`config.mk`:
```
export PLATFORM = sky130hd
export DESIGN_NAME = oprf_core
export DESIGN_NICKNAME = d
export VERILOG_FILES = /design/src/design/oprf_pkg.sv /design/src/design/oprf_link_if.sv /design/src/design/oprf_regmem.sv /design/src/design/oprf_bus_seq.sv /design/src/design/oprf_core.sv
export SDC_FILE = /design/constraint.sdc
export NUM_CORES = 2
export LEC_CHECK = 0
export BUFFER_PORTS_ARGS = -buffer_cell sky130_fd_sc_hd__buf_2
export CAP_MARGIN = 20
export CORE_MARGIN = 3
export CORE_UTILIZATION = 25
export DETAILED_ROUTE_END_ITERATION = 8
export HOLD_SLACK_MARGIN = 0.05
export SLEW_MARGIN = 10
export SYNTH_ARGS = -nofsm -noshare
export SYNTH_HDL_FRONTEND = slang
export SYNTH_SLANG_ARGS = --single-unit
```
`constraint.sdc`:
```
create_clock -name ref_clk_in -period 5.6 [get_ports ref_clk_in]
set_input_delay 1.12 -clock ref_clk_in [delete_from_list [all_inputs] [get_ports ref_clk_in]]
set_output_delay 1.12 -clock ref_clk_in [all_outputs]
set_load 0.005 [all_outputs]
```
`src/design/oprf_pkg.sv`:
```
// shared sizes, codes and helpers of the operand register file
package oprf_pkg;
  localparam int unsigned OPRF_DATA_W = 32;
  localparam int unsigned OPRF_WORD_W = 16;
  localparam int unsigned OPRF_BYTE_W = 8;
  localparam int unsigned OPRF_NREG = 16;
  localparam int unsigned OPRF_ADDR_W = 24;
  localparam int unsigned OPRF_AREG_BIT = 3;
  localparam logic [3:0] OPRF_SP_IDX = 4'hf;
  localparam logic [2:0] OPRF_EA_AREG = 3'h1;
  localparam logic [3:0] OPRF_BE_BYTE = 4'h1;
  localparam logic [3:0] OPRF_BE_WORD = 4'h3;
  localparam logic [3:0] OPRF_BE_LONG = 4'hf;
  localparam logic [15:0] OPRF_LOOP_END = 16'hffff;
  localparam logic [3:0] OPRF_BCD_MAX = 4'h9;
  localparam logic [23:0] OPRF_WORD_STEP = 24'h000002;
  localparam logic OPRF_RST_READY = 1'b1;
  typedef enum logic [1:0] {
    OPRF_SZ_BYTE = 2'h0,
    OPRF_SZ_WORD = 2'h1,
    OPRF_SZ_LONG = 2'h2,
    OPRF_SZ_BAD = 2'h3
  } oprf_size_t;
  typedef enum logic [2:0] {
    OPRF_OP_READ, OPRF_OP_WRITE, OPRF_OP_QUICK, OPRF_OP_LOOP,
    OPRF_OP_BCD, OPRF_OP_MRD, OPRF_OP_MWR, OPRF_OP_NOP
  } oprf_op_t;
  typedef enum logic [1:0] {OPRF_LOC_FIELD, OPRF_LOC_EA, OPRF_LOC_IMPL} oprf_loc_t;
endpackage

```
`src/design/oprf_link_if.sv`:
```
// links between the core, its register memory and its bus sequencer
`timescale 1ns/1ps
interface oprf_link_if;
  import oprf_pkg::*;
  logic rf_we;
  logic [3:0] rf_widx;
  logic [3:0] rf_be;
  logic [31:0] rf_wdata;
  logic [3:0] rf_ridx;
  logic [31:0] rf_rdata;
  logic bs_go;
  logic bs_we;
  oprf_size_t bs_size;
  logic [23:0] bs_addr;
  logic [31:0] bs_wdata;
  logic bs_done;
  logic bs_err;
  logic [31:0] bs_rdata;
  modport rf_user(output rf_we, rf_widx, rf_be, rf_wdata, rf_ridx, input rf_rdata);
  modport rf_mem(input rf_we, rf_widx, rf_be, rf_wdata, rf_ridx, output rf_rdata);
  modport bs_user(output bs_go, bs_we, bs_size, bs_addr, bs_wdata, input bs_done, bs_err, bs_rdata);
  modport bs_seq(input bs_go, bs_we, bs_size, bs_addr, bs_wdata, output bs_done, bs_err, bs_rdata);
endinterface

```
`src/design/oprf_regmem.sv`:
```
// sixteen 32-bit registers with byte-lane writes and a registered read
`timescale 1ns/1ps
module oprf_regmem (
  input wire logic ref_clk_in,
  input wire logic resetn_in,
  oprf_link_if.rf_mem rf
);
  import oprf_pkg::*;
  typedef struct packed {
    logic [OPRF_NREG-1:0][OPRF_DATA_W-1:0] regs;
    logic [OPRF_DATA_W-1:0] rd;
  } oprf_mem_st_t;
  oprf_mem_st_t m_reg, m_next;

  // eight data plus eight address words
  always_comb begin
    m_next = m_reg;
    m_next.rd = m_reg.regs[rf.rf_ridx];
    for (int b = 0; b < 4; b++) begin
      // unselected lanes keep their old bits
      if (rf.rf_we && rf.rf_be[b]) begin
        m_next.regs[rf.rf_widx][b*8 +: 8] = rf.rf_wdata[b*8 +: 8];
      end
    end
  end

  always_ff @(posedge ref_clk_in) begin
    if (!resetn_in) begin
      m_reg <= '0;
    end else begin
      m_reg <= m_next;
    end
  end

  assign rf.rf_rdata = m_reg.rd;
endmodule

```
`src/design/oprf_bus_seq.sv`:
```
// splits sized memory accesses into big-endian word beats with strobes
`timescale 1ns/1ps
module oprf_bus_seq (
  input wire logic ref_clk_in,
  input wire logic resetn_in,
  oprf_link_if.bs_seq bs,
  input wire logic mem_ack_in,
  input wire logic [15:0] mem_rdata_in,
  output logic mem_req_out,
  output logic mem_we_out,
  output logic [23:0] mem_addr_out,
  output logic upper_byte_strobe_out,
  output logic lower_byte_strobe_out,
  output logic [15:0] mem_wdata_out
);
  import oprf_pkg::*;
  typedef enum logic [1:0] {OPRF_BS_IDLE = 2'h0, OPRF_BS_HI = 2'h1, OPRF_BS_LO = 2'h3} oprf_bs_state_t;
  typedef struct packed {
    oprf_bs_state_t st;
    oprf_size_t size;
    logic we;
    logic req;
    logic upper_byte_strobe;
    logic lower_byte_strobe;
    logic [23:0] addr;
    logic [31:0] wdata;
    logic [15:0] mdata;
    logic [31:0] rdata;
    logic done;
    logic err;
  } oprf_bs_st_t;
  oprf_bs_st_t s_reg, s_next;

  // beat sequencing, high word first
  always_comb begin
    s_next = s_reg;
    s_next.done = 1'b0;
    s_next.err = 1'b0;
    case (s_reg.st)
      OPRF_BS_IDLE: begin
        if (bs.bs_go) begin
          s_next.size = bs.bs_size;
          s_next.we = bs.bs_we;
          s_next.wdata = bs.bs_wdata;
          s_next.rdata = 32'h0;
          if (bs.bs_addr[0] && bs.bs_size != OPRF_SZ_BYTE) begin
            s_next.err = 1'b1;
            s_next.done = 1'b1;
          end else begin
            s_next.req = 1'b1;
            s_next.st = OPRF_BS_HI;
            s_next.addr = {bs.bs_addr[23:1], 1'b0};
            // lane strobes, even byte is upper
            s_next.upper_byte_strobe = (bs.bs_size != OPRF_SZ_BYTE) || !bs.bs_addr[0];
            s_next.lower_byte_strobe = (bs.bs_size != OPRF_SZ_BYTE) || bs.bs_addr[0];
            case (bs.bs_size)
              OPRF_SZ_LONG: s_next.mdata = bs.bs_wdata[31:16];
              OPRF_SZ_WORD: s_next.mdata = bs.bs_wdata[15:0];
              default: s_next.mdata = {2{bs.bs_wdata[7:0]}};
            endcase
          end
        end
      end
      OPRF_BS_HI: begin
        if (mem_ack_in) begin
          // long word: second word at n plus two
          if (s_reg.size == OPRF_SZ_LONG) begin
            s_next.rdata[31:16] = mem_rdata_in;
            s_next.st = OPRF_BS_LO;
            s_next.addr = s_reg.addr + OPRF_WORD_STEP;
            s_next.mdata = s_reg.wdata[15:0];
          end else begin
            // upper lane holds the even byte
            if (s_reg.size == OPRF_SZ_WORD) begin
              s_next.rdata = {16'h0, mem_rdata_in};
            end else begin
              s_next.rdata = {24'h0, s_reg.upper_byte_strobe ? mem_rdata_in[15:8] : mem_rdata_in[7:0]};
            end
            // single beat done, release the bus
            s_next.st = OPRF_BS_IDLE;
            s_next.req = 1'b0;
            s_next.upper_byte_strobe = 1'b0;
            s_next.lower_byte_strobe = 1'b0;
            s_next.done = 1'b1;
          end
        end
      end
      OPRF_BS_LO: begin
        if (mem_ack_in) begin
          s_next.rdata[15:0] = mem_rdata_in;
          // low word taken, release the bus
          s_next.st = OPRF_BS_IDLE;
          s_next.req = 1'b0;
          s_next.upper_byte_strobe = 1'b0;
          s_next.lower_byte_strobe = 1'b0;
          s_next.done = 1'b1;
        end
      end
      default: s_next.st = OPRF_BS_IDLE;
    endcase
  end

  always_ff @(posedge ref_clk_in) begin
    if (!resetn_in) begin
      s_reg <= '0;
    end else begin
      s_reg <= s_next;
    end
  end

  assign mem_req_out = s_reg.req;
  assign mem_we_out = s_reg.we;
  assign mem_addr_out = s_reg.addr;
  assign upper_byte_strobe_out = s_reg.upper_byte_strobe;
  assign lower_byte_strobe_out = s_reg.lower_byte_strobe;
  assign mem_wdata_out = s_reg.mdata;
  assign bs.bs_done = s_reg.done;
  assign bs.bs_err = s_reg.err;
  assign bs.bs_rdata = s_reg.rdata;
endmodule

```
`src/design/oprf_core.sv`:
```
// sized operand register file core with loop, quick load and memory ops
`timescale 1ns/1ps
// Overview of operation
// - byte is 8 bits, word 16 bits, long word 32 bits
// - explicit sizes take byte, word or long; implicit ops use fixed subset
// - eight 32-bit data registers with byte, word, long access
// - byte in bits 7..0, word in 15..0, long fills all 32
// - bit zero is least significant, bit 31 most significant
// - sized data register writes change only the low portion
// - seven address registers plus stack pointer, each full 32 bits
// - address registers refuse byte size
// - address source gives low word or whole long by size
// - address register destination always written in full
// - word writes to address registers sign-extend operands to 32 bits
// - memory big-endian: high byte at even address, low byte odd
// - fetches and multi-byte data only at even addresses
// - long at n moves as two words, high at n, low at n+2
// - packed decimal: two digits per byte, top digit upper nibble
// - quick load sign-extends an 8-bit immediate into a data register
// - loop op tests condition, decrements counter and branches at once
// - operand found by register field, effective address or implication
// - bus has separate upper and lower byte strobes
// - odd word or long access raises address error instead
module oprf_core (
  input wire logic ref_clk_in,
  input wire logic resetn_in,
  input wire logic cmd_valid_in,
  input wire oprf_pkg::oprf_op_t cmd_op_in,
  input wire oprf_pkg::oprf_size_t cmd_size_in,
  input wire oprf_pkg::oprf_loc_t cmd_loc_in,
  input wire logic [3:0] cmd_reg_in,
  input wire logic [5:0] cmd_ea_in,
  input wire logic [31:0] cmd_data_in,
  input wire logic [23:0] cmd_addr_in,
  input wire logic cmd_cond_in,
  input wire logic mem_ack_in,
  input wire logic [15:0] mem_rdata_in,
  output logic cmd_ready_out,
  output logic rsp_valid_out,
  output logic [31:0] rsp_data_out,
  output logic size_err_out,
  output logic addr_err_out,
  output logic branch_out,
  output logic [3:0] top_decimal_digit_out,
  output logic [3:0] bottom_decimal_digit_out,
  output logic digit_err_out,
  output logic mem_req_out,
  output logic mem_we_out,
  output logic [23:0] mem_addr_out,
  output logic upper_byte_strobe_out,
  output logic lower_byte_strobe_out,
  output logic [15:0] mem_wdata_out
);
  import oprf_pkg::*;

  typedef enum logic [1:0] {
    OPRF_ST_IDLE = 2'h0,
    OPRF_ST_RD = 2'h1,
    OPRF_ST_MEM = 2'h3
  } oprf_core_state_t;

  typedef struct packed {
    oprf_core_state_t st;
    oprf_op_t op;
    oprf_size_t size;
    logic [3:0] idx;
    logic cond;
    logic ready;
    logic rsp_valid;
    logic [31:0] rsp_data;
    logic size_err;
    logic addr_err;
    logic branch;
    logic [3:0] top_dig;
    logic [3:0] bot_dig;
    logic digit_err;
  } oprf_core_st_t;

  oprf_core_st_t st_reg, st_next;
  oprf_link_if link ();

  // register field, ea mode or implied pointer
  function automatic logic [3:0] oprf_locate(input oprf_loc_t loc, input logic [3:0] rnum,
                                              input logic [5:0] ea);
    logic [3:0] r;
    case (loc)
      OPRF_LOC_EA: r = {ea[5:3] == OPRF_EA_AREG, ea[2:0]};
      OPRF_LOC_IMPL: r = OPRF_SP_IDX;
      default: r = rnum;
    endcase
    return r;
  endfunction

  function automatic logic [3:0] oprf_be(input oprf_size_t sz);
    case (sz)
      OPRF_SZ_BYTE: return OPRF_BE_BYTE;
      OPRF_SZ_WORD: return OPRF_BE_WORD;
      default: return OPRF_BE_LONG;
    endcase
  endfunction

  // low bits from bit zero upward
  function automatic logic [31:0] oprf_mask(input logic [31:0] d, input oprf_size_t sz);
    case (sz)
      OPRF_SZ_BYTE: return {24'h0, d[OPRF_BYTE_W-1:0]};
      OPRF_SZ_WORD: return {16'h0, d[OPRF_WORD_W-1:0]};
      default: return d;
    endcase
  endfunction

  // sign extension from word or byte to a full long
  function automatic logic [31:0] oprf_sext16(input logic [15:0] w);
    return {{16{w[15]}}, w};
  endfunction

  function automatic logic [31:0] oprf_sext8(input logic [7:0] b);
    return {{24{b[7]}}, b};
  endfunction

  logic [3:0] cmd_idx;
  logic cmd_fire;
  logic cmd_areg;
  logic cmd_bad;
  logic [15:0] loop_cnt;
  logic [31:0] rd_data;

  // command decode, taken only while ready
  assign cmd_idx = oprf_locate(cmd_loc_in, cmd_reg_in, cmd_ea_in);
  assign cmd_fire = cmd_valid_in && st_reg.ready;
  assign cmd_areg = cmd_idx[OPRF_AREG_BIT];
  assign rd_data = link.rf_rdata;
  assign loop_cnt = rd_data[15:0] - 16'h0001;

  // refuse sizes that the target cannot take
  always_comb begin
    cmd_bad = (cmd_size_in == OPRF_SZ_BAD);
    case (cmd_op_in)
      // no byte operations on address registers
      OPRF_OP_READ, OPRF_OP_WRITE: cmd_bad = cmd_bad || (cmd_areg && cmd_size_in == OPRF_SZ_BYTE);
      // implicit-size ops ignore the size field
      OPRF_OP_QUICK, OPRF_OP_LOOP, OPRF_OP_BCD: cmd_bad = cmd_areg;
      OPRF_OP_NOP: cmd_bad = 1'b0;
      default: cmd_bad = cmd_bad;
    endcase
  end

  // one command at a time; pulses last a single cycle
  always_comb begin
    st_next = st_reg;
    st_next.rsp_valid = 1'b0;
    st_next.size_err = 1'b0;
    st_next.addr_err = 1'b0;
    link.rf_we = 1'b0;
    link.rf_widx = cmd_idx;
    link.rf_be = OPRF_BE_LONG;
    link.rf_wdata = cmd_data_in;
    link.rf_ridx = cmd_idx;
    link.bs_go = 1'b0;
    link.bs_we = (cmd_op_in == OPRF_OP_MWR);
    link.bs_size = cmd_size_in;
    link.bs_addr = cmd_addr_in;
    link.bs_wdata = cmd_data_in;
    case (st_reg.st)
      OPRF_ST_IDLE: begin
        if (cmd_fire) begin
          st_next.op = cmd_op_in;
          st_next.size = cmd_size_in;
          st_next.idx = cmd_idx;
          st_next.cond = cmd_cond_in;
          st_next.branch = 1'b0;
          st_next.digit_err = 1'b0;
          if (cmd_bad) begin
            st_next.size_err = 1'b1;
            st_next.rsp_valid = 1'b1;
            st_next.rsp_data = 32'h0;
          end else begin
            case (cmd_op_in)
              OPRF_OP_WRITE: begin
                link.rf_we = 1'b1;
                if (cmd_areg) begin
                  if (cmd_size_in == OPRF_SZ_WORD) begin
                    link.rf_wdata = oprf_sext16(cmd_data_in[15:0]);
                  end
                  st_next.rsp_data = link.rf_wdata;
                end else begin
                  // only low lanes of a data register
                  link.rf_be = oprf_be(cmd_size_in);
                  st_next.rsp_data = oprf_mask(cmd_data_in, cmd_size_in);
                end
                st_next.rsp_valid = 1'b1;
              end
              OPRF_OP_QUICK: begin
                // signed byte immediate to a long
                link.rf_we = 1'b1;
                link.rf_wdata = oprf_sext8(cmd_data_in[7:0]);
                st_next.rsp_data = link.rf_wdata;
                st_next.rsp_valid = 1'b1;
              end
              OPRF_OP_READ, OPRF_OP_LOOP, OPRF_OP_BCD: begin
                st_next.st = OPRF_ST_RD;
                st_next.ready = 1'b0;
              end
              OPRF_OP_MRD, OPRF_OP_MWR: begin
                link.bs_go = 1'b1;
                st_next.st = OPRF_ST_MEM;
                st_next.ready = 1'b0;
              end
              default: begin
                st_next.rsp_valid = 1'b1;
                st_next.rsp_data = 32'h0;
              end
            endcase
          end
        end
      end
      OPRF_ST_RD: begin
        // register read data is valid in this cycle
        st_next.st = OPRF_ST_IDLE;
        st_next.ready = 1'b1;
        st_next.rsp_valid = 1'b1;
        link.rf_widx = st_reg.idx;
        link.rf_be = OPRF_BE_WORD;
        link.rf_wdata = {16'h0, loop_cnt};
        case (st_reg.op)
          OPRF_OP_LOOP: begin
            if (st_reg.cond) begin
              st_next.branch = 1'b0;
              st_next.rsp_data = oprf_mask(rd_data, OPRF_SZ_WORD);
            end else begin
              link.rf_we = 1'b1;
              st_next.branch = (loop_cnt != OPRF_LOOP_END);
              st_next.rsp_data = {16'h0, loop_cnt};
            end
          end
          OPRF_OP_BCD: begin
            st_next.top_dig = rd_data[7:4];
            st_next.bot_dig = rd_data[3:0];
            st_next.digit_err = (rd_data[7:4] > OPRF_BCD_MAX) || (rd_data[3:0] > OPRF_BCD_MAX);
            st_next.rsp_data = oprf_mask(rd_data, OPRF_SZ_BYTE);
          end
          default: begin
            // address source by word or long
            st_next.rsp_data = oprf_mask(rd_data, st_reg.size);
          end
        endcase
      end
      OPRF_ST_MEM: begin
        // wait for the sequencer; an odd word or long address comes back as an error
        if (link.bs_done) begin
          st_next.st = OPRF_ST_IDLE;
          st_next.ready = 1'b1;
          st_next.rsp_valid = 1'b1;
          st_next.addr_err = link.bs_err;
          st_next.rsp_data = link.bs_rdata;
        end
      end
      default: begin
        st_next.st = OPRF_ST_IDLE;
        st_next.ready = 1'b1;
      end
    endcase
  end

  // state register, ready comes up with reset
  always_ff @(posedge ref_clk_in) begin
    if (!resetn_in) begin
      st_reg <= '0;
      st_reg.ready <= OPRF_RST_READY;
    end else begin
      st_reg <= st_next;
    end
  end

  // outputs straight from the state register
  assign cmd_ready_out = st_reg.ready;
  assign rsp_valid_out = st_reg.rsp_valid;
  assign rsp_data_out = st_reg.rsp_data;
  assign size_err_out = st_reg.size_err;
  assign addr_err_out = st_reg.addr_err;
  assign branch_out = st_reg.branch;
  assign top_decimal_digit_out = st_reg.top_dig;
  assign bottom_decimal_digit_out = st_reg.bot_dig;
  assign digit_err_out = st_reg.digit_err;

  oprf_regmem u_regmem (
    .ref_clk_in(ref_clk_in),
    .resetn_in(resetn_in),
    .rf(link.rf_mem)
  );

  // memory sequencer owns the bus pins and registers them
  oprf_bus_seq u_bus_seq (
    .ref_clk_in(ref_clk_in),
    .resetn_in(resetn_in),
    .bs(link.bs_seq),
    .mem_ack_in(mem_ack_in),
    .mem_rdata_in(mem_rdata_in),
    .mem_req_out(mem_req_out),
    .mem_we_out(mem_we_out),
    .mem_addr_out(mem_addr_out),
    .upper_byte_strobe_out(upper_byte_strobe_out),
    .lower_byte_strobe_out(lower_byte_strobe_out),
    .mem_wdata_out(mem_wdata_out)
  );
endmodule

```
== Word level (Yosys, flattened, before mapping) ==
Index checks and enable logic that the tools add are counted.
Operators by class
  add/sub/neg operators: 2
  magnitude comparators: 5
  equality and inequality tests: 37
  muxes and demuxes: 92
  reductions and logical operators: 45
Operators by type and width (count)
  512-bit bitwise mux: 4
  512-bit two-way mux: 4
  32-bit demux with 4-bit select: 4
  32-bit case mux with 2 select lines: 6
  32-bit two-way mux: 7
  33-bit case mux with 3 select lines: 2
  32-bit binary-select mux with 4-bit select: 1
  114-bit two-way mux: 1
  16-bit two-way mux: 6
  27-bit two-way mux: 2
  17-bit case mux with 3 select lines: 1
  49-bit two-way mux: 1
  24-bit two-way mux: 2
  24-bit case mux with 2 select lines: 1
  47-bit two-way mux: 1
  17-bit two-way mux: 2
  34-bit two-way mux: 1
  33-bit two-way mux: 1
  16-bit case mux with 2 select lines: 1
  24-bit by 2-bit adder with 24-bit output, second input constant: 1
  4-bit case mux with 2 select lines: 3
  4-bit two-way mux: 5
  3-bit AND reduction: 6
  1-bit two-way mux: 16
  36 further kinds: 102
Word-level totals
  register bits after elaboration: 716
  input port bits: 94
  logic and storage cells: 225

== Depth between registers and ports, before layout ==
  word-level depth: 16
  mapped depth: 13

== By module ==
A second synthesis with hierarchy kept.
Unflattened totals
  cells, all modules: 4212
  area total of the unflattened synthesis: 35325.1 µm²
By module, submodules not included
  oprf_regmem: instances 1, cells an instance 2964, area an instance 25350.6 µm²
  oprf_bus_seq: instances 1, cells an instance 621, area an instance 5256.3 µm²
  oprf_core: instances 1, cells an instance 627, area an instance 4718.3 µm²

== Least setup slack after synthesis ==
Ideal clock, no wire load.
  path kind: in2reg
  start: input cmd_loc_in[0]
  end: register u_regmem.m_reg[422] (netlist bit)
  arrival time: 3382 ps
  path slack: 2090 ps
  stages on the path: 11
  buffers on the path: 3
  cells stage by stage: inv_1 > ha_1 > buf_2 > a211o_1 > nand2_1 > a31oi_1 > buf_2 > nor3_4 > buf_2 > mux2i_1 > nor2_1
Between the ends
  longest elaborated chain between the ends: 16
  elaborated cells on any way between the ends: 40
  classes of those cells: order compare (2); eq/ne (2); mux (29); reduce/logical (7)
RTL lines
  from (decl): RTL line oprf_core.sv:30  | input wire oprf_pkg::oprf_loc_t cmd_loc_in,
  2-bit equality test or 2-bit by 1-bit equality test with 1-bit output (tied branches): RTL line oprf_core.sv:86  | case (loc)
  4-bit case mux with 2 select lines (*): RTL line oprf_core.sv:86
  branches (longest 13 deep; another with 4-bit by 5-bit < comparator with 1-bit output)
  512-bit two-way mux (*): RTL line oprf_regmem.sv:21  | if (rf.rf_we && rf.rf_be[b]) begin
  to (signal assigned): RTL line oprf_regmem.sv:31  | m_reg <= m_next;
  to (decl): RTL line oprf_regmem.sv:13  | oprf_mem_st_t m_reg, m_next;
Every way passes the cells marked *.
A chain may end at the register's enable or synchronous reset.

== Final worst setup path ==
  start: input cmd_loc_in[1]
  end: register u_regmem.m_reg[510] (netlist bit)
Between the ends
  longest elaborated chain between the ends: 16
  elaborated cells on any way between the ends: 40
  classes of those cells: order compare (2); eq/ne (2); mux (29); reduce/logical (7)
RTL lines
  2-bit equality test or 2-bit by 1-bit equality test with 1-bit output (tied branches): RTL line oprf_core.sv:86
  4-bit case mux with 2 select lines (*): RTL line oprf_core.sv:86
  1-bit logical AND: RTL line oprf_core.sv:139  | OPRF_OP_READ, OPRF_OP_WRITE: cmd_bad = cmd_bad || (cmd_areg && cmd_size_in == OPRF_SZ_BYTE);
  1-bit logical OR: RTL line oprf_core.sv:139
  1-bit case mux with 3 select lines: RTL line oprf_core.sv:137  | case (cmd_op_in)
  1-bit two-way mux or 4-bit two-way mux (tied branches): RTL line oprf_core.sv:172  | if (cmd_bad) begin
  1-bit two-way mux or 4-bit two-way mux (tied branches): RTL line oprf_core.sv:165  | if (cmd_fire) begin
  1-bit case mux with 2 select lines or 4-bit case mux with 2 select lines (tied branches): RTL line oprf_core.sv:163  | case (st_reg.st)
  1-bit logical AND: RTL line oprf_regmem.sv:21
  512-bit two-way mux: RTL line oprf_regmem.sv:21
  512-bit bitwise mux: RTL line oprf_regmem.sv:22  | m_next.regs[rf.rf_widx][b*8 +: 8] = rf.rf_wdata[b*8 +: 8];
  512-bit two-way mux: RTL line oprf_regmem.sv:21
  512-bit bitwise mux: RTL line oprf_regmem.sv:22
  512-bit two-way mux: RTL line oprf_regmem.sv:21
  512-bit bitwise mux: RTL line oprf_regmem.sv:22
  512-bit two-way mux (*): RTL line oprf_regmem.sv:21
Mark *: on every way between the ends. The rest lies on a longest branch, timed or not.

==> run metrics <==
adder-cell share of the synthesized area 0.00427; ANT nets after route 0; crit path DAT between 4000 and 5000 ps; Initial DRC Count about 3,500; GR met2 Demand/Resource 0.253; mux share of post-synthesis cell area 0.0438; GR Util met3 0.0387; area occupied by registers roughly 14,000 sq um; YS warnings 0; CP max stage delay 760 ps; dpl hpwl ~78,000 microns; core footprint about 130,000 sq um; clock tree root buffer cell clkbuf_16; clk_skew 19.3 ps; busiest grt layer met2; max_cap viols 0; post_cts resized 0; Ports roughly 180; postcts setup bufs 0; Synth top cells by count 897 x nand2_1, 699 x dfxtp_1, 366 x a21oi_1; Slew headroom 0.235; Post-Synth Simple-Gate Area 0.229; Port Buffers ~180; final hold viol count 0; top cells by area, synth dfxtp_1 43%, nand2_1 10%, a21oi_1 5.7%; Starting Density 0.252; CTS buffer count between 70 and 80; clk sinks 699; FMAX between 200 and 250 MHz; Synth Area in Compound Gates 0.213; hold crit path type reg -> reg; Die Ht ~370 microns; Mapped Avg Cell Area a little under 8 sq um; Synth Flop Type dfxtp_1; max-slew violation count 0; pwr/cell area 320 nW/um^2; max reg flops a little over 500; vias per inst around 5.3; Crit Path Class in -> reg; synthesized netlist cell count roughly 4,200; WL final around 120,000 microns; CTS Hold Bufs 0; setup repair after global routing missed its margin false; Clk Latency, worst-skew pair around 630 ps; Nets ~4,200; period utilization 0.742; cell leakage power approximately 13 nW; largest net degree at the start of global routing 188; WHS 448 ps; First-pass DRT Iterations 7; Post-route DRC 0; VDD IR-drop max about 200 uV; EDFF count, synth 0; count leader, synth nand2_1; Crit Path Max Fanout 22; Yosys cell types 86; required time of the critical path slightly above 6000 ps; register area share after synthesis 0.434; setup TNS 0 ps; CP endpoint kind flip-flop; vias in the first global route approximately 28,000; synthesis-to-layout area growth 13.2%; CTS tree done; die width 365 microns; CP Cell Sequence buf_2 > inv_1 > ha_1 > nand4bb_1 > a211o_1 > a21oi_4 > buf_4 > nor3_2 > buf_4 > nand2_1 > o22ai_1; Die Area between 100,000 and 150,000 sq um; min cycle time layout about 4200 ps; outcome complete, no violations; met1 Use GR 0.221; asr flop ratio synth 0; xor/xnor share of the synthesized area 0.00543; Cell Area, Synth about 32,000 sq um; gr ovfl total 0; CTS max path bufs 3; Routed WL per cell between 20 and 25 microns; cell mode on critical path buf_4; area occupied by multi-input gates ~16,000 sq um; H-Tree Level Count 3; largest family of logic cells by synthesized area simple AND/OR/NAND/NOR gates; Site Rows between 100 and 150; Least-Margin Pin Slew 1150 ps; Syn Nets ~4,300; share of cells above drive strength 1 0.118; antenna violations before repair 10; fillcell total around 14,000; All-Layer GR Usage 0.166; GP Congestion 0.918; leading area contributor after synthesis dfxtp_1; final setup vio count 0; CP max stage cell a21oi_4; share of the synthesized area in the top cell type 0.434; Vias ~30,000; clock slew at the register clock pins of the worst setup and hold paths 60 ps; first-pass GRT wire length around 170,000 microns; Startpoint Class primary input; number of synthesized register bits between 600 and 700
==> metal layers <==
| metal | vias to the layer above | wire [microns] | part of all wire |
|---|---|---|---|
| li1 | 14300 | - | - |
| met2 | 1351 | 50500 | 0.44 |
| met5 | - | 68 | 0.00059 |
| met3 | 253 | 10800 | 0.093 |
| met1 | 14500 | 49600 | 0.43 |
| met4 | 10 | 5020 | 0.043 |
==> critical path: cells and delay by family <==
kind | cells | cell delay [ps]
AO/OA/AOI/OAI | 3 | 1450
adder cells (fa/ha/maj) | 1 | 210
buffers and inverters | 4 | 890
AND/OR/NAND/NOR | 3 | 910
==> cell families (layout without fill, tap and decap cells) <==
group                      after synthesis  after routing
AOI/OAI and AO/OA                     1124           1124
buffers and inverters                  482            432
xor gates and xnor gates                20             20
adders and majority gates               11             11
and+or+nand+nor                       1680           1680
muxes                                  141            141
other                                    1              9
DFF                                    699            699
==> per-stage QoR <==
step	total power, W	setup slack, ps	util	instances	cell area, sq um
after floorplan	0.00623	2090	-	4158	32300
after global placement	0.00682	981	0.267	5643	34100
after detailed placement	0.00682	872	0.267	5643	34100
after CTS	0.0117	1530	0.285	5768	36500
after global routing	0.0121	1260	0.285	5771	36500
final	0.0117	1450	0.285	5778	36500
==> cell type report <==
class / count / area share
clock inverters: 18 / 0.00627
flip-flops and latches: 699 / 0.383
well taps: 1662 / 0.0570
clock buffers: 107 / 0.0588
inverters: 24 / 0.00267
repair buffers: 283 / 0.0475
diodes: 8 / 0.000548
multi-input cells: 2977 / 0.444
==> final timing paths <==
kind                                         startpoint                                    end  slack [ps]  depth (start not counted)
setup reg to reg                st_reg[56]$_SDFFE_PN0P_       u_regmem.m_reg[207]$_SDFFE_PN0P_        1750                          8
hold / removal    top_decimal_digit_out[1]$_SDFFE_PN0P_  top_decimal_digit_out[1]$_SDFFE_PN0P_         450                          2
setup / recovery                          cmd_loc_in[1]       u_regmem.m_reg[510]$_SDFFE_PN0P_        1450                         11
hold reg to reg   top_decimal_digit_out[1]$_SDFFE_PN0P_  top_decimal_digit_out[1]$_SDFFE_PN0P_         450                          2
==> cells in the final DEF, fill, tap and decap left out, types with 34 or more instances in the layout <==
cell type  instances
mux2i_1          141
nand2_1          897
clkbuf_16         75
dfxtp_1          699
nor3_1            78
a221oi_1          34
buf_2            181
a211oi_1         103
o22ai_1          183
a22oi_1           36
a21oi_1          364
nand3_1          232
o21ai_0          256
buf_4             95
nor2_1           307
==> power by group <==
part | internal (W) | switching [W] | total [W] | leakage (nW)
Sequential | 0.00506 | 0.000103 | 0.00517 | 5.64
Combinational | 0.000421 | 0.00117 | 0.00159 | 5.76
Clock | 0.00288 | 0.00205 | 0.00493 | 1.17
Power figures use the tool's default switching activity.
